===== config.mk =====
export PLATFORM = sky130hd
export DESIGN_NAME = clock_config_register
export DESIGN_NICKNAME = d
export VERILOG_FILES = /design/src/logic/clock_config_register.v /design/src/logic/clock_glitch_mux.v
export VERILOG_INCLUDE_DIRS = /design/src /design/src/logic
export SDC_FILE = /design/constraint.sdc
export NUM_CORES = 1
export LEC_CHECK = 0
export ABC_CLOCK_PERIOD_IN_PS = 6250
export BUFFER_PORTS_ARGS = -buffer_cell sky130_fd_sc_hd__buf_2
export CORE_UTILIZATION = 51
export CTS_CLUSTER_SIZE = 30
export DETAILED_ROUTE_END_ITERATION = 10
export PLACE_DENSITY = 0.8
export SYNTH_ARGS = -nofsm -noshare
export SYNTH_HDL_FRONTEND = slang
export SYNTH_SLANG_ARGS = --single-unit

===== constraint.sdc =====
create_clock -name mclk_i -period 6.25 [get_ports mclk_i]
set_input_delay 0.9375 -clock mclk_i [delete_from_list [all_inputs] [get_ports mclk_i]]
set_output_delay 0.9375 -clock mclk_i [all_outputs]
set_load 0.05 [all_outputs]

===== src/logic/clock_config_map.vh =====
// register map, field positions and codes of the clock configuration block
`ifndef CLOCK_CONFIG_MAP_VH
`define CLOCK_CONFIG_MAP_VH
`define CFG_ONE_ADDR 4'h4
`define CFG_ONE_RESET 32'h00000000
`define CFG_ONE_WMASK 32'h0F3F07F3
`define SRC_RC 2'h0
`define SRC_EXT 2'h1
`define SRC_PLL 2'h2
`define SRC_RSVD 2'h3
`define SW_LO 1
`define SW_HI 0
`define STS_LO 3
`define STS_HI 2
`define AHB_HI 7
`define AHB_LO 4
`define APB_HI 10
`define APB_LO 8
`define PLLSRC_BIT 16
`define PREDIV_BIT 17
`define MUL_HI 21
`define MUL_LO 18
`define MCO_HI 27
`define MCO_LO 24
`define MCO_NONE 4'h0
`define MCO_I14 4'h1
`define MCO_LSI 4'h2
`define MCO_LSE 4'h3
`define MCO_SYS 4'h4
`define MCO_RC 4'h5
`define MCO_PLL 4'h7
`define SW_WAIT 2'h2
`define RESP_OKAY 2'h0
`define RESP_SLVERR 2'h2
`endif


===== src/logic/clock_config_register.v =====
// clock configuration register with axi4-lite slave and clock steering
`timescale 1ns/1ps
// What this block does
// - word/half/byte access, waits during clock switch
// - select bits pick system clock source
// - force internal rc on wake or failure
// - status bits show the active source
// - main bus prescaler from bits 7:4
// - peripheral bus prescaler from bits 10:8
// - bit 16 picks pll input source
// - bit 17 is external oscillator prediv
// - pll multiplier is field plus two, max 16
// - bits 27:24 pick clock output source
// - writable fields change only by software, except select bits forced to rc
// - pll enable held while selected, cleared sleeping
module clock_config_register (
  input wire mclk_i,
  input wire rst_i,
  input wire [31:0] s_axi_awaddr,
  input wire s_axi_awvalid,
  output reg s_axi_awready,
  input wire [31:0] s_axi_wdata,
  input wire [3:0] s_axi_wstrb,
  input wire s_axi_wvalid,
  output reg s_axi_wready,
  output reg [1:0] s_axi_bresp,
  output reg s_axi_bvalid,
  input wire s_axi_bready,
  input wire [31:0] s_axi_araddr,
  input wire s_axi_arvalid,
  output reg s_axi_arready,
  output reg [31:0] s_axi_rdata,
  output reg [1:0] s_axi_rresp,
  output reg s_axi_rvalid,
  input wire s_axi_rready,
  input wire wake_from_low_power_i,
  input wire enter_low_power_i,
  input wire ext_osc_fail_i,
  input wire clock_security_on_i,
  input wire pll_enable_req_i,
  input wire pll_enable_wr_i,
  output reg pll_enable_bit_o,
  output reg [1:0] sys_clk_switch_status_o,
  output reg [9:0] main_bus_div_o,
  output reg [4:0] peripheral_bus_div_o,
  output reg pll_input_select_o,
  output reg pll_ext_osc_prediv_o,
  output reg [4:0] pll_multiplier_o,
  output reg [3:0] clock_out_select_o
);
`include "clock_config_map.vh"
  reg [31:0] cfg_reg;
  reg [31:0] cfg_next;
  reg [31:0] aw_addr_reg;
  reg aw_have_reg;
  reg [31:0] w_data_reg;
  reg [3:0] w_strb_reg;
  reg w_have_reg;
  reg [31:0] ar_addr_reg;
  reg ar_have_reg;
  wire [1:0] active_src;
  wire switching;
  wire force_rc;
  wire ext_in_use;
  wire do_write;
  wire [31:0] status_word;

  // divide factor of main bus prescaler code
  function [9:0] ahb_div;
    input [3:0] code;
    begin
      if (!code[3])
        ahb_div = 10'h001;
      else if (!code[2])
        ahb_div = 10'h002 << code[1:0];
      else
        ahb_div = 10'h040 << code[1:0];
    end
  endfunction

  // divide factor of peripheral bus prescaler code
  function [4:0] apb_div;
    input [2:0] code;
    begin
      if (!code[2])
        apb_div = 5'h01;
      else
        apb_div = 5'h02 << code[1:0];
    end
  endfunction

  // pll multiplication factor
  function [4:0] pll_mul;
    input [3:0] code;
    begin
      if (code == 4'hF)
        pll_mul = 5'h10;
      else
        pll_mul = {1'b0, code} + 5'h02;
    end
  endfunction

  // byte-lane merge for narrow writes
  function [31:0] lane_merge;
    input [31:0] old;
    input [31:0] data;
    input [3:0] strb;
    integer i;
    begin
      lane_merge = old;
      for (i = 0; i < 4; i = i + 1)
        if (strb[i])
          lane_merge[i*8 +: 8] = data[i*8 +: 8];
    end
  endfunction

  clock_glitch_mux u_mux (
    .mclk_i(mclk_i),
    .rst_i(rst_i),
    .sel_i(cfg_reg[`SW_LO:`SW_HI]),
    .active_o(active_src),
    .switching_o(switching)
  );

  assign ext_in_use = (active_src == `SRC_EXT) ||
    (active_src == `SRC_PLL && cfg_reg[`PLLSRC_BIT]);
  assign force_rc = wake_from_low_power_i ||
    (ext_osc_fail_i && clock_security_on_i && ext_in_use);
  // writes wait out a clock switch
  assign do_write = aw_have_reg && w_have_reg && !s_axi_bvalid &&
    !switching;

  always @* begin
    cfg_next = cfg_reg;
    if (do_write && aw_addr_reg[3:2] == `CFG_ONE_ADDR >> 2 &&
        aw_addr_reg[31:4] == 28'h0000000)
      cfg_next = (lane_merge(cfg_reg, w_data_reg, w_strb_reg) &
        `CFG_ONE_WMASK);
    if (force_rc)
      cfg_next[`SW_LO:`SW_HI] = `SRC_RC;
    cfg_next[`STS_LO:`STS_HI] = 2'h0;
  end

  assign status_word = {cfg_reg[31:4], active_src, cfg_reg[1:0]};

  always @(posedge mclk_i or posedge rst_i) begin
    if (rst_i) begin
      cfg_reg <= `CFG_ONE_RESET;
      aw_addr_reg <= 32'h00000000;
      aw_have_reg <= 1'b0;
      w_data_reg <= 32'h00000000;
      w_strb_reg <= 4'h0;
      w_have_reg <= 1'b0;
      ar_addr_reg <= 32'h00000000;
      ar_have_reg <= 1'b0;
      s_axi_awready <= 1'b0;
      s_axi_wready <= 1'b0;
      s_axi_bvalid <= 1'b0;
      s_axi_bresp <= `RESP_OKAY;
      s_axi_arready <= 1'b0;
      s_axi_rvalid <= 1'b0;
      s_axi_rresp <= `RESP_OKAY;
      s_axi_rdata <= 32'h00000000;
    end else begin
      cfg_reg <= cfg_next;
      s_axi_awready <= !aw_have_reg && !s_axi_awready && s_axi_awvalid;
      if (s_axi_awvalid && s_axi_awready) begin
        aw_have_reg <= 1'b1;
        aw_addr_reg <= s_axi_awaddr;
      end
      s_axi_wready <= !w_have_reg && !s_axi_wready && s_axi_wvalid;
      if (s_axi_wvalid && s_axi_wready) begin
        w_have_reg <= 1'b1;
        w_data_reg <= s_axi_wdata;
        w_strb_reg <= s_axi_wstrb;
      end
      if (do_write) begin
        aw_have_reg <= 1'b0;
        w_have_reg <= 1'b0;
        s_axi_bvalid <= 1'b1;
        s_axi_bresp <= (aw_addr_reg[31:2] == `CFG_ONE_ADDR >> 2) ?
          `RESP_OKAY : `RESP_SLVERR;
      end else if (s_axi_bvalid && s_axi_bready) begin
        s_axi_bvalid <= 1'b0;
      end
      s_axi_arready <= !ar_have_reg && !s_axi_arready && s_axi_arvalid;
      if (s_axi_arvalid && s_axi_arready)
        ar_have_reg <= 1'b1;
      if (s_axi_arvalid && s_axi_arready)
        ar_addr_reg <= s_axi_araddr;
      // reads also wait out a clock switch
      if (ar_have_reg && !s_axi_rvalid && !switching) begin
        ar_have_reg <= 1'b0;
        s_axi_rvalid <= 1'b1;
        if (ar_addr_reg[31:2] == `CFG_ONE_ADDR >> 2) begin
          s_axi_rdata <= status_word;
          s_axi_rresp <= `RESP_OKAY;
        end else begin
          s_axi_rdata <= 32'h00000000;
          s_axi_rresp <= `RESP_SLVERR;
        end
      end else if (s_axi_rvalid && s_axi_rready) begin
        s_axi_rvalid <= 1'b0;
      end
    end
  end

  // pll enable: software cannot clear it while pll selected or active; low power entry clears it
  always @(posedge mclk_i or posedge rst_i) begin
    if (rst_i)
      pll_enable_bit_o <= 1'b0;
    else if (enter_low_power_i)
      pll_enable_bit_o <= 1'b0;
    else if (pll_enable_wr_i) begin
      if (pll_enable_req_i)
        pll_enable_bit_o <= 1'b1;
      else if (cfg_reg[`SW_LO:`SW_HI] != `SRC_PLL &&
               active_src != `SRC_PLL)
        pll_enable_bit_o <= 1'b0;
    end
  end

  // decoded steering outputs
  always @(posedge mclk_i or posedge rst_i) begin
    if (rst_i) begin
      sys_clk_switch_status_o <= `SRC_RC;
      main_bus_div_o <= 10'h001;
      peripheral_bus_div_o <= 5'h01;
      pll_input_select_o <= 1'b0;
      pll_ext_osc_prediv_o <= 1'b0;
      pll_multiplier_o <= 5'h02;
      clock_out_select_o <= `MCO_NONE;
    end else begin
      sys_clk_switch_status_o <= active_src;
      main_bus_div_o <= ahb_div(cfg_reg[`AHB_HI:`AHB_LO]);
      peripheral_bus_div_o <= apb_div(cfg_reg[`APB_HI:`APB_LO]);
      pll_input_select_o <= cfg_reg[`PLLSRC_BIT];
      pll_ext_osc_prediv_o <= cfg_reg[`PREDIV_BIT];
      pll_multiplier_o <= pll_mul(cfg_reg[`MUL_HI:`MUL_LO]);
      clock_out_select_o <= cfg_reg[`MCO_HI:`MCO_LO];
    end
  end
endmodule // clock_config_register


===== src/logic/clock_glitch_mux.v =====
// glitch-free three-way clock source switch with take-over report
`timescale 1ns/1ps
module clock_glitch_mux (
  input wire mclk_i,
  input wire rst_i,
  input wire [1:0] sel_i,
  output reg [1:0] active_o,
  output reg switching_o
);
`include "clock_config_map.vh"
  reg [1:0] wait_reg;
  always @(posedge mclk_i or posedge rst_i) begin
    if (rst_i) begin
      active_o <= `SRC_RC;
      wait_reg <= 2'h0;
      switching_o <= 1'b0;
    end else if (sel_i != active_o && sel_i != `SRC_RSVD) begin
      switching_o <= 1'b1;
      // old source gated off, then new one gated on
      if (wait_reg == `SW_WAIT - 2'h1) begin
        active_o <= sel_i;
        wait_reg <= 2'h0;
      end else begin
        wait_reg <= wait_reg + 2'h1;
      end
    end else begin
      switching_o <= 1'b0;
      wait_reg <= 2'h0;
    end
  end
endmodule // clock_glitch_mux


Word level (Yosys, flattened, before mapping)
Cells that the tools add are included.
{ "totals": {"reg_bits": 193, "latch_bits": 0, "ramBits": 0, "romBits": 0, "inputBits": 113, "output_inout_bits": 70, "word_cells": 125, "n_memories": 0} }
{ "op_classes": {"addsub": 2, "multipliers": 0, "n_div": 0, "n_lt_le_gt_ge": 0, "n_eq_ne": 11, "shifts": 3, "mux": 27, "bitwise_logic": 0, "n_reduce_logical": 51} }
{ "ops": {"columns": ["cell", "n"], "rows": [
  ["$eq 30x1->1 const B", 2],
  ["$logic_not 28->1", 1],
  ["$mux 28", 1],
  ["$logic_and 1x1->1", 23],
  ["$mux 10", 2],
  ["$reduce_bool 2->1", 8],
  ["$mux 1", 15],
  ["$mux 2", 7],
  ["$reduce_and 2->1", 7],
  ["$mux 5", 2],
  ["$shl 2x2->10 const A", 1],
  ["$shl 7x2->10 const A", 1],
  ["$logic_not 1->1", 9],
  ["$eq 2x1->1 const B", 3],
  ["$ne 2x2->1 const B", 3],
  ["$add 4x2->5 const B", 1],
  ["$shl 2x2->5 const A", 1],
  ["$eq 4x4->1 const B", 1],
  ["$reduce_bool 3->1", 1],
  ["$add 2x1->2 const B", 1],
  ["$eq 2x2->1 const B", 1],
  ["$logic_or 1x1->1", 2],
  ["$ne 2x2->1", 1]
]} }

Depth between registers and ports, before layout
Gate-level depths: netlist of the first run.
{ "logic_depth": {"ltp_word": 7, "depth_mapped": 6, "depth_no_buf": 4} }

Cells and area by module
Synthesis of the first run repeated with hierarchy kept, for this count alone.
{ "hier_totals": {"hier_cells": 424, "hier_area_um2": 6321.1} }
{ "modules_own_cells": {"columns": ["module", "n_inst", "cells_each", "area_per_inst_um2", "seq_area_each_um2"], "rows": [
  ["clock_config_register", 1, 402, 6099.6, 4032.6],
  ["clock_glitch_mux", 1, 22, 221.5, 125.1]
]} }

Worst setup path after synthesis of the first run
OpenSTA, ideal clock, no wires.
{ "synth_path": {"path_type": "register -> register", "from": "register s_axi_rvalid", "to": "register s_axi_rdata[10]", "setup_ns": 0.067, "arrival_time_ns": 1.889, "required_ns": 6.183, "slack_ns": 4.294, "stages_incl_launch_ff": 7, "path_buffers": 2, "synth_period_minus_slack_ns": 1.956, "path_cell_list": "dfrtp_1 -> or3b_2 -> clkbuf_1 -> nand3b_1 -> nor3_2 -> buf_2 -> a22o_1"} }
{ "synth_via": {"elab_chain_cells": 3} }
{ "synth_lines": {"columns": ["item", "line", "text"], "rows": [
  ["start, declared", "clock_config_register.v:34", "output reg s_axi_rvalid,"],
  ["start signal, assigned", "clock_config_register.v:161", "s_axi_rvalid <= 1'b0;"],
  ["start signal, assigned", "clock_config_register.v:194", "s_axi_rvalid <= 1'b1;"],
  ["start signal, assigned", "clock_config_register.v:203", "s_axi_rvalid <= 1'b0;"],
  ["$logic_not 1->1", "clock_config_register.v:192", "if (ar_have_reg && !s_axi_rvalid && !switching) begin"],
  ["$logic_and 1x1->1 (2 in a row)", "clock_config_register.v:192", null],
  ["end signal, assigned", "clock_config_register.v:196", "s_axi_rdata <= status_word;"],
  ["end, declared", "clock_config_register.v:32", "output reg [31:0] s_axi_rdata,"]
]} }
Every way passes these cells.
A chain may end at the register's enable or synchronous reset.

Worst setup path after layout of the first run
{ "layout_path": {"from": "register u_mux.switching_o", "to": "register s_axi_rdata[5]"} }
{ "layout_via": {"elab_chain_cells": 2} }
{ "layout_lines": {"columns": ["item", "line", "text"], "rows": [
  ["start, declared", "clock_glitch_mux.v:8", "output reg switching_o"],
  ["start signal, assigned", "clock_glitch_mux.v:16", "switching_o <= 1'b0;"],
  ["start signal, assigned", "clock_glitch_mux.v:18", "switching_o <= 1'b1;"],
  ["start signal, assigned", "clock_glitch_mux.v:27", "switching_o <= 1'b0;"],
  ["$logic_not 1->1", "clock_config_register.v:192", null],
  ["$logic_and 1x1->1", "clock_config_register.v:192", null]
]} }
Every way passes these cells.

==> out/results.txt, run 1 <==
Status: complete, no violations
Placed Area: 7190 um2
First DRT Iteration DRCs: 163
Routed vias/inst: 5.08
Total Power Consumption: 3.23 mW
Required time worst endpoint: 6600 ps
Number of slew-limit violations in the final report: 0
Clock tree from TritonCTS: done
Yosys Warn Count: 0
Critical-path maximum fanout: 25
Die Width: 113 um
FMAX: 389 MHz
Slew margin rel.: 18.8%
Asr flop ratio synth: 100%
CORE AREA: 12100 um2
Number of global-route vias before repair: 4059
Largest net degree at the start of global routing: 106
Leakage: 3.94 nW
Total of cells resized after clock tree synthesis: 0
Register-to-Register Setup Slack: 3680 ps
Switch share: 26.9%
Internal power: 2.36 mW
Crit end category: flop
Effective utilization at floorplan: 52.4%
Syn_area_per_cell: 15.0 um2
Htree depth: 4
Share of layout cells above drive strength 1: 46.9%
Placement row count: 40
Total Routing Usage GR: 20.6%
Setup repair after global routing missed its margin: false
Slew at the pin closest to its max-slew limit: 1210 ps
P per Cell Area: 415 nW/um2
Top flip-flop cell by instance count after synthesis: dfrtp_1
Cts hold-fix bufs: 0
Die Y-Extent: 113 um
Relative area change from synthesis to final layout: 23.2%
Max clock buf depth: 2
Switching power summed over all nets: 0.869 mW
Classification of the worst setup path: flop to flop
ANT nets after route: 0
Final critical-path share of the clock period: 41.1%
HP Class: flop to flop
Count of pins on the block boundary: 183
Leading cell type in the layout, fill and taps excluded: dfrtp_1
Count of buffers from port buffering: 151
Number of antenna violations at the first check in global routing: 0
Clock share of power: 32.0%
Count of unique library cells instantiated by Yosys: 44
Worst slack at placement: 3660 ps
Post-route cell area: 7780 um2
Final net count: 692
Number of setup buffers added after CTS: 0
Setup TNS Final: 0 ps
Setup slack after layout: 3680 ps
Combinational Power Share: 19.3%
Number of vias after detailed routing: 3850
Final estimated routing congestion in global placement: 0.775
Total wire length: 12000 um
Post-synthesis instance total: 422
Portion of the post-synthesis area used by sequential elements: 65.8%
Number of flops mapped to enable cells by yosys: 0
Full die area: 12800 um2
Antenna cell count: 0
Drt pass-1 iters: 4
IR drop worst, VDD: 0.000195 V
Type of origin of the critical path: flop
CTS root buffer: clkbuf_16
Insertion delay of the later-clocked pin in the worst-skew pair: 420 ps
Clock buffers created by TritonCTS: 17
Largest clock skew in the final design: 4.73 ps
Cell area after technology mapping: 6320 um2
Total DRC errors in the routed layout: 0
Maxcap violations: 0
HPWL after detailed placement: 8630 um
Clock-pin slew on the worst setup and hold paths: 60 ps
Global-route wire length before repair: 19800 um
Count of endpoints failing setup in the final report: 0
Critical path data arrival time: 2920 ps
Clock net sink count: 166
Final hold violation count: 0
Highest-count cells in the layout ignoring fill and taps: 163 x dfrtp_1, 151 x buf_2, 83 x mux2_2, 21 x a22o_1
GRT overflow: 0
Wire length per cell after detailed routing: 15.8 um
Clock period minus final worst setup slack: 2570 ps
Share of total power in sequential cells: 48.7%
FF+latch count, synth: 166
[through the flow]
step | util [%] | hold WS, ps | instances
floorplan | - | 371 | 435
global placement | 59.6 | 383 | 727
detailed placement | 59.6 | 394 | 727
finish | 64.5 | 399 | 758
global route | 64.5 | 419 | 758
CTS | 64.5 | 408 | 758
[power groups by stage]
stage                     sequential (mW)  combinational [mW]  clock (mW)
final                                1.57               0.625        1.03
after global routing                 1.62               0.689        1.10
after CTS                            1.57               0.638        1.06
after detailed placement             1.59               0.636           0
after global placement               1.56               0.603           0
after floorplan                      1.60               0.448           0
[layer usage]
layer / up-vias / routed length (um) / global-route usage, %
met4: 0 / 204 / 8.60
met5: - / 0 / 0
li1: 1780 / - / -
met2: 132 / 5890 / 33.5
met1: 1924 / 5010 / 25.2
met3: 14 / 871 / 6.96
[final timing paths]
kind / to / cells past startpoint / startpoint
worst max-delay path: s_axi_rdata[5] / 4 / u_mux.switching_o
worst min-delay path: clock_out_select_o[2] / 0 / cfg_reg[26]
worst max register to register: s_axi_rdata[5] / 4 / u_mux.switching_o
worst min register to register: clock_out_select_o[2] / 0 / cfg_reg[26]
max in group asynchronous: s_axi_rdata[6] / 3 / rst_i
min in group asynchronous: main_bus_div_o[8] / 2 / rst_i
[logic make-up after synthesis]
family / share of synthesized area [%]
compound gates: 4.48
xor+xnor: 0.139
fa+ha+maj: 0.198
buf+inv: 3.37
flops: 65.8
mux: 18.1
other cells: 0.0593
simple gates: 7.82
[cell type report]
cell class	instances	area, um2
fill	921	4280
clock buffer	22	464
clock inverter	9	126
inverter	14	57.6
sequential	166	4160
multi-input combinational	227	2000
tap	168	210
timing repair buffer	152	763
[synth_stat cells (2+ instances only)]
library cell	number	area share [%]
dfrtp_1	163	65
mux2_2	83	15
a22o_1	21	2.9
mux2_1	17	3.0
nor2_1	15	0.89
buf_4	14	1.7
inv_1	14	0.83
clkbuf_1	9	0.53
nor4_1	9	0.89
nand2_1	7	0.42
nand2b_1	6	0.59
a21oi_1	5	0.40
nand3b_1	5	0.59
a21boi_0	4	0.48
nor3b_1	4	0.48
and3_1	3	0.30
buf_1	3	0.18
dfstp_2	3	1.2
nor3_1	3	0.24
buf_2	2	0.16
mux2i_1	2	0.32
nand4_1	2	0.20
nand4_4	2	0.67
nor2b_1	2	0.20
nor3_4	2	0.51
nor4b_1	2	0.28
o21ai_0	2	0.16
or4_1	2	0.24
[worst max-delay path, cell delays in order (launching register included)]
cell and delay (ps):
dfrtp_1 410, or3b_2 750, nand3b_1 330, nor3_4 770, a22o_1 240
Power figures use the tool's default switching activity.
==> run 2: changes to the inputs <==
ABC_AREA = 1   (was default)
ABC_CLOCK_PERIOD_IN_PS = 2600   (was 6250)
CORE_UTILIZATION = 52   (was 51)
PLACE_DENSITY = 0.81   (was 0.8)
clock period = 2.6 ns   (was 6.25 ns; I/O delays follow)
==> run 2 against run 1 <==
  * Combinational power grew 140%
  * Critical path type unchanged
  * Sequential power grew 130%
  * Final cell count increased by 27%
  * Critical path depth is 1 higher
  * Register-to-register slack worse by 2700 ps
  * Flip-flop and latch count did not move
  * Non-clock buffer count up 6
==> out/results.txt, run 2 <==
Status: complete, no violations
Layout filler cell count: 945 (+2.6%)
Number of antenna violations at the first check in global routing: 1 (+1)
Clock buffers created by TritonCTS: 17 (unchanged)
Largest clock skew in the final design: 9.08 ps (+4.35 ps)
Effective utilization at floorplan: 54.0% (+1.6 points)
Number of cells traversed by the worst register-to-register path: 5 (+1)
Number of vias after detailed routing: 4690 (+22%)
Number of stages on the worst setup path: 5 (+1)
Wire length per cell after detailed routing: 14.0 um (-11%)
Met2 capacity usage during global routing: 38.1% (+4.7 points)
Worst slack at placement: 885 ps (-2770 ps)
Critical-path maximum fanout: 44 (+76%)
Die Width: 114 um (+0.91%)
Met1 Usage GRT: 26.0% (+0.80 points)
Insertion delay of the later-clocked pin in the worst-skew pair: 420 ps (about the same)
Share of the synthesized area in the top cell type: 62.2% (-2.4 points)
Count of pins on the block boundary: 183 (unchanged)
Startpoint of the worst-slack reg-to-reg timing path: s_axi_arready
Top flip-flop cell by instance count after synthesis: dfrtp_1
Number of slew-limit violations in the final report: 0 (unchanged)
Syn_area_per_cell: 10.6 um2 (-30%)
Clock-pin slew on the worst setup and hold paths: 60 ps (about the same)
Die Y-Extent: 114 um (+0.91%)
Critical path data arrival time: 1920 ps (-1000 ps)
Type of origin of the critical path: flop
CTS root buffer: clkbuf_16
P per Cell Area: 961 nW/um2 (+130%)
Total of cells resized after clock tree synthesis: 0 (unchanged)
Total Routing Usage GR: 22.2% (+1.7 points)
Largest net degree at the start of global routing: 114 (+7.5%)
Share of layout cells above drive strength 1: 31.7% (-15 points)
Antenna cell count: 0 (unchanged)
Leading cell type in the layout, fill and taps excluded: nand2_1
Number of flops mapped to enable cells by yosys: 0 (unchanged)
Final estimated routing congestion in global placement: 0.827 (+6.7%)
Maximum single-stage delay on the critical path: 430 ps (-340 ps)
Clock net sink count: 166 (unchanged)
ANT nets after route: 0 (unchanged)
Cell family with most CP delay: buffers and inverters
FMAX: 618 MHz (+59%)
Post-synthesis instance total: 622 (+47%)
Clock period minus final worst setup slack: 1620 ps (-951 ps)
Most frequent cells after synthesis: 182 x nand2_1, 163 x dfrtp_1, 51 x nor2_1
Worst setup path start: s_axi_arready
Global-route wire length before repair: 22100 um (+12%)
CORE AREA: 12200 um2 (+0.83%)
Final critical-path share of the clock period: 62.2% (+21 points)
Cell area after technology mapping: 6560 um2 (+3.9%)
Setup slack after layout: 982 ps (-2700 ps)
Number of global-route vias before repair: 4839 (+19%)
Htree depth: 4 (unchanged)
Number of setup buffers added after CTS: 0 (unchanged)
Classification of the worst setup path: flop to flop
Max clock buf depth: 2 (unchanged)
Full die area: 13100 um2 (+1.8%)
Total wire length: 13400 um (+12%)
Area taken by multi-input logic gates: 2090 um2 (+4.4%)
Yosys Warn Count: 0 (unchanged)
Crit end category: flop
Slew margin rel.: 51.4% (+33 points)
GRT overflow: 0 (unchanged)
Asr flop ratio synth: 100% (unchanged)
Setup TNS Final: 0 ps (unchanged)
Top cells by area, synth: dfrtp_1 62%, nand2_1 10%, mux2_2 8.2%
Relative area change from synthesis to final layout: 23.2% (about the same)
Cts hold-fix bufs: 0 (unchanged)
IR drop worst, VDD: 0.000548 V (+180%)
FF+latch area: 4160 um2 (unchanged)
Setup repair after global routing missed its margin: false
Final net count: 896 (+29%)
Placement row count: 40 (unchanged)
Highest-count cells in the layout ignoring fill and taps: 182 x nand2_1, 163 x dfrtp_1, 151 x buf_2, 50 x nor2_1, 48 x mux2_2
Cell type of the slowest stage on the worst timing path: nand2_1
Worst-path cell chain: nand2_1, clkinv_1, buf_4, o21ai_0, inv_1
HPWL after detailed placement: 9570 um (+11%)
Portion of the post-synthesis area used by sequential elements: 63.4% (-2.4 points)
Required time worst endpoint: 2910 ps (-3690 ps)
First DRT Iteration DRCs: 243 (+49%)
FF+latch count, synth: 166 (unchanged)
Layer with the highest usage after global routing: met2
Worst Hold Depth: 2 (+2)
Routed vias/inst: 4.88 (-4.0%)
Leakage: 4.33 nW (+9.8%)
Maxcap violations: 0 (unchanged)
Clock tree from TritonCTS: done
Count of buffers from port buffering: 151 (unchanged)
Critical R2R Capture: ar_have_reg
Total DRC errors in the routed layout: 0 (unchanged)
Cell type with the largest total area after synthesis: dfrtp_1
Met3 Resource Use GR: 6.56% (-0.40 points)
Worst setup path endpoint: ar_have_reg
Final hold violation count: 0 (unchanged)
Register-to-Register Setup Slack: 980 ps (-2700 ps)
HP Class: input port to flop
Count of unique library cells instantiated by Yosys: 33 (-25%)
Drt pass-1 iters: 4 (unchanged)
Slew at the pin closest to its max-slew limit: 728 ps (-487 ps)
Number of buffer and inverter stages on the critical path: 3 (+3)
Count of endpoints failing setup in the final report: 0 (unchanged)
Most instantiated library cell after synthesis: nand2_1
run 2: cell types whose count changed in the layout (fill, tap and decap cells not counted), moves of 6 or more:
cell      previous run  this run
a22o_1              21         0
inv_1               13        46
mux2_1              17         0
mux2_2              83        48
nand2_1              7       182
nand2b_1             6         0
nand3_1              0        34
nor2_1              15        50
nor4_1               9         0
o21ai_0              2        18
run 2: metal layers:
metal / part of all wire (%) / vias up
met5: 0.097 / -
met4: 2.2 / 2
met3: 5.5 / 23
met2: 50 / 142
met1: 42 / 2266
li1: - / 2257
run 2: final cells by class:
| class | instances | area share (%) |
|---|---|---|
| Sequential cell | 166 | 51.4 |
| Tap cell | 168 | 2.60 |
| Timing Repair Buffer | 158 | 10.2 |
| Clock buffer | 23 | 5.79 |
| Clock inverter | 8 | 1.83 |
| Inverter | 49 | 2.34 |
| Multi-Input combinational cell | 390 | 25.9 |
run 2: kinds of logic (layout without fill, tap and decap cells):
family / count (synthesis) / count (layout) / share of synthesized area, %
XOR/XNOR: 1 / 1 / 0.133
adder cells (fa/ha/maj): 1 / 1 / 0.191
AND/OR/NAND/NOR: 294 / 294 / 19.8
flip-flops: 166 / 166 / 63.4
buffers and inverters: 79 / 238 / 5.57
AO/OA/AOI/OAI: 31 / 31 / 2.55
other: 1 / 14 / 0.0571
multiplexers: 49 / 49 / 8.39
run 2: how the worst min path moves through the flow:
stage	startpoint	to	slack [ps]
final	enter_low_power_i	pll_enable_bit_o	110
after global routing	enter_low_power_i	pll_enable_bit_o	110
after CTS	enter_low_power_i	pll_enable_bit_o	100
after detailed placement	cfg_reg[24]	clock_out_select_o[0]	390
after global placement	cfg_reg[24]	clock_out_select_o[0]	390
after floorplan	cfg_reg[24]	clock_out_select_o[0]	370
run 2: worst register-to-register path, delay by kind of cell, from the launching register on:
family                 cells  cell delay, ps
buffers and inverters      3             470
flip-flops                 1             390
AND/OR/NAND/NOR            1             430
AO/OA/AOI/OAI              1             210
run 2: metrics by stage:
step                total power, mW  cells  hold WS, ps  util, %  cell area, um2
detailed placement             5.21    931          393     61.4            7470
CTS                            7.84    962          104     66.5            8080
global placement               5.07    931          394     61.4            7470
floorplan                      4.78    635          375        -            6620
global route                   8.19    962          108     66.5            8080
finish                         7.77    962          115     66.5            8080
run 2: power breakdown:
group / switching (mW) / leakage (nW) / total, mW / internal (mW)
combinational: 0.852 / 1.91 / 1.49 / 0.643
sequential: 0.380 / 2.12 / 3.66 / 3.28
clock: 0.963 / 0.289 / 2.61 / 1.65
==> run 3: changes to the inputs <==
ABC_CLOCK_PERIOD_IN_PS = 1500   (was 2600)
clock period = 1.5 ns   (was 2.6 ns; I/O delays follow)
==> run 3 against run 2 <==
  * The flow now finishes with violations (setup timing)
  * Wire length increased by 5.8%
  * Final cell count grew 3.3%
  * Utilization grew 3.5 points
  * Via count grew 3.5%
  * Maximum frequency grew 5.9%
  * Clock power rose by 56%
  * Critical path type unchanged
  * Highest routed layer unchanged
==> out/results.txt, run 3 (synthesis gave the netlist of run 2 again) <==
HPWL after detailed placement: 10100 um (+5.9%)
Final critical-path share of the clock period: 102% (+40 points)
Routed vias/inst: 4.88 (+0.14%)
Relative area change from synthesis to final layout: 29.8%
Die Y-Extent: 114 um (unchanged)
Startpoint of the worst-slack reg-to-reg timing path: aw_addr_reg[18]
Max clock buf depth: 2 (unchanged)
Full die area: 13100 um2 (unchanged)
Count of endpoints failing setup in the final report: 10 (+10)
Setup slack after layout: -27.4 ps (-1010 ps)
Number of global-route vias before repair: 5056 (+4.5%)
Drt pass-1 iters: 5 (+1)
Placement row count: 40 (unchanged)
Crit end category: flop
Final hold violation count: 0 (unchanged)
Slew margin rel.: 55.4% (+4.0 points)
Highest-count cells in the layout ignoring fill and taps: 171 x nand2_1, 163 x dfrtp_1, 151 x buf_2, 48 x mux2_2
Worst slack at placement: -28.9 ps (-914 ps)
Count of pins on the block boundary: 183 (unchanged)
Htree depth: 4 (unchanged)
Status: complete, but fails checks
Total wire length: 14200 um (+5.8%)
Die Width: 114 um (unchanged)
IR drop worst, VDD: 0.00121 V (+120%)
Wire length per cell after detailed routing: 14.3 um (+2.4%)
Number of slew-limit violations in the final report: 0 (unchanged)
Clock tree from TritonCTS: done
P per Cell Area: 1560 nW/um2 (+63%)
Area taken by multi-input logic gates: 2200 um2 (+5.4%)
Global-route wire length before repair: 23500 um (+6.1%)
Final estimated routing congestion in global placement: 0.814 (-1.6%)
Setup TNS Final: -111 ps (-111 ps)
GRT overflow: 0 (unchanged)
Number of antenna violations at the first check in global routing: 2 (+1)
Final net count: 926 (+3.3%)
Clock period minus final worst setup slack: 1530 ps (-90.2 ps)
Violations in the final reports: setup timing
Setup repair after global routing missed its margin: true
FF+latch area: 4160 um2 (unchanged)
Classification of the worst setup path: flop to flop
HP Class: input port to flop
Number of vias after detailed routing: 4853 (+3.5%)
Slew at the pin closest to its max-slew limit: 668 ps (-59.9 ps)
CTS root buffer: clkbuf_16
Share of layout cells above drive strength 1: 35.3% (+3.5 points)
CORE AREA: 12200 um2 (unchanged)
Total Routing Usage GR: 23.7% (+1.5 points)
Largest net degree at the start of global routing: 35 (-69%)
Type of origin of the critical path: flop
ANT nets after route: 0 (unchanged)
Critical-path maximum fanout: 7 (-84%)
Total DRC errors in the routed layout: 0 (unchanged)
Required time worst endpoint: 1800 ps (-1110 ps)
Clock buffers created by TritonCTS: 17 (unchanged)
FMAX: 655 MHz (+5.9%)
First DRT Iteration DRCs: 352 (+45%)
Final cell utilization of the core: 70.0% (+3.5 points)
Layout filler cell count: 858 (-9.2%)
Leakage: 4.50 nW (+4.1%)
HP Start: s_axi_araddr[5]
Leading cell type in the layout, fill and taps excluded: nand2_1
Clock net sink count: 166 (unchanged)
Worst setup path start: aw_addr_reg[18]
Clock-pin slew on the worst setup and hold paths: 60 ps (about the same)
Insertion delay of the later-clocked pin in the worst-skew pair: 420 ps (about the same)
Critical path data arrival time: 1830 ps (-90 ps)
Effective utilization at floorplan: 54.0% (unchanged)
Count of buffers from port buffering: 151 (unchanged)
Maxcap violations: 0 (unchanged)
Largest clock skew in the final design: 9.76 ps (+0.680 ps)
==> run 3: power breakdown <==
| part | switching, mW | internal [mW] |
|---|---|---|
| Sequential | 0.696 | 5.68 |
| Combinational | 1.58 | 1.27 |
| Clock | 1.71 | 2.36 |
| Total | 3.99 | 9.32 |
==> run 3: critical path: stages (launching register included) <==
cell and delay [ps]:
dfrtp_1 390, nor2_2 150, nand2_2 90, nor2_4 170
nand2_4 90, nor2_8 170, nand3_4 160, nand2_1 110
o21ai_1 60
==> run 3: timing repair <==
action | CTS | global route
setup endpoints to repair | 16 | 19
buffers inserted | 0 | 1
resized for setup | 5 | 25
pin swaps | 0 | 17
hold buffers | 15 | 1
endpoints found under the hold margin | 26 | 1
==> run 3: final timing paths <==
| path | to | slack (ps) | cells after the start |
|---|---|---|---|
| min in group asynchronous | ar_addr_reg[9] | 460 | 3 |
| setup reg to reg | cfg_reg[7] | -30 | 8 |
| max in group asynchronous | w_data_reg[18] | 410 | 4 |
| hold reg to reg | clock_out_select_o[0] | 420 | 0 |
| hold / removal | ar_addr_reg[5] | 20 | 3 |
| setup / recovery | cfg_reg[7] | -30 | 8 |
==> run 3: per-stage QoR <==
step                      hold slack (ps)  instances  instance area [um2]  total power [mW]
after floorplan                       291        635                 6620              8.29
after global placement                346        944                 7670              8.92
after detailed placement              346        944                 7670              9.18
after CTS                            2.11        991                 8400              13.3
after global routing                 10.7        994                 8520              14.0
final                                15.5        994                 8520              13.3
==> run 3: cell type report <==
class | instances | area share [%]
Multi-Input combinational cell | 390 | 25.9
Tap cell | 168 | 2.47
Clock buffer | 20 | 5.36
Clock inverter | 12 | 1.23
Sequential cell | 166 | 48.8
Timing Repair Buffer | 188 | 14.0
Antenna cell | 1 | 0.0294
Inverter | 49 | 2.22
==> run 3: routing by layer <==
layer / vias up / wire (um) / track usage (%)
met4: 2 / 245 / 8.40
met5: - / 10 / 0
met3: 25 / 824 / 7.89
met2: 157 / 7400 / 41.2
met1: 2350 / 5740 / 27.4
li1: 2319 / - / -
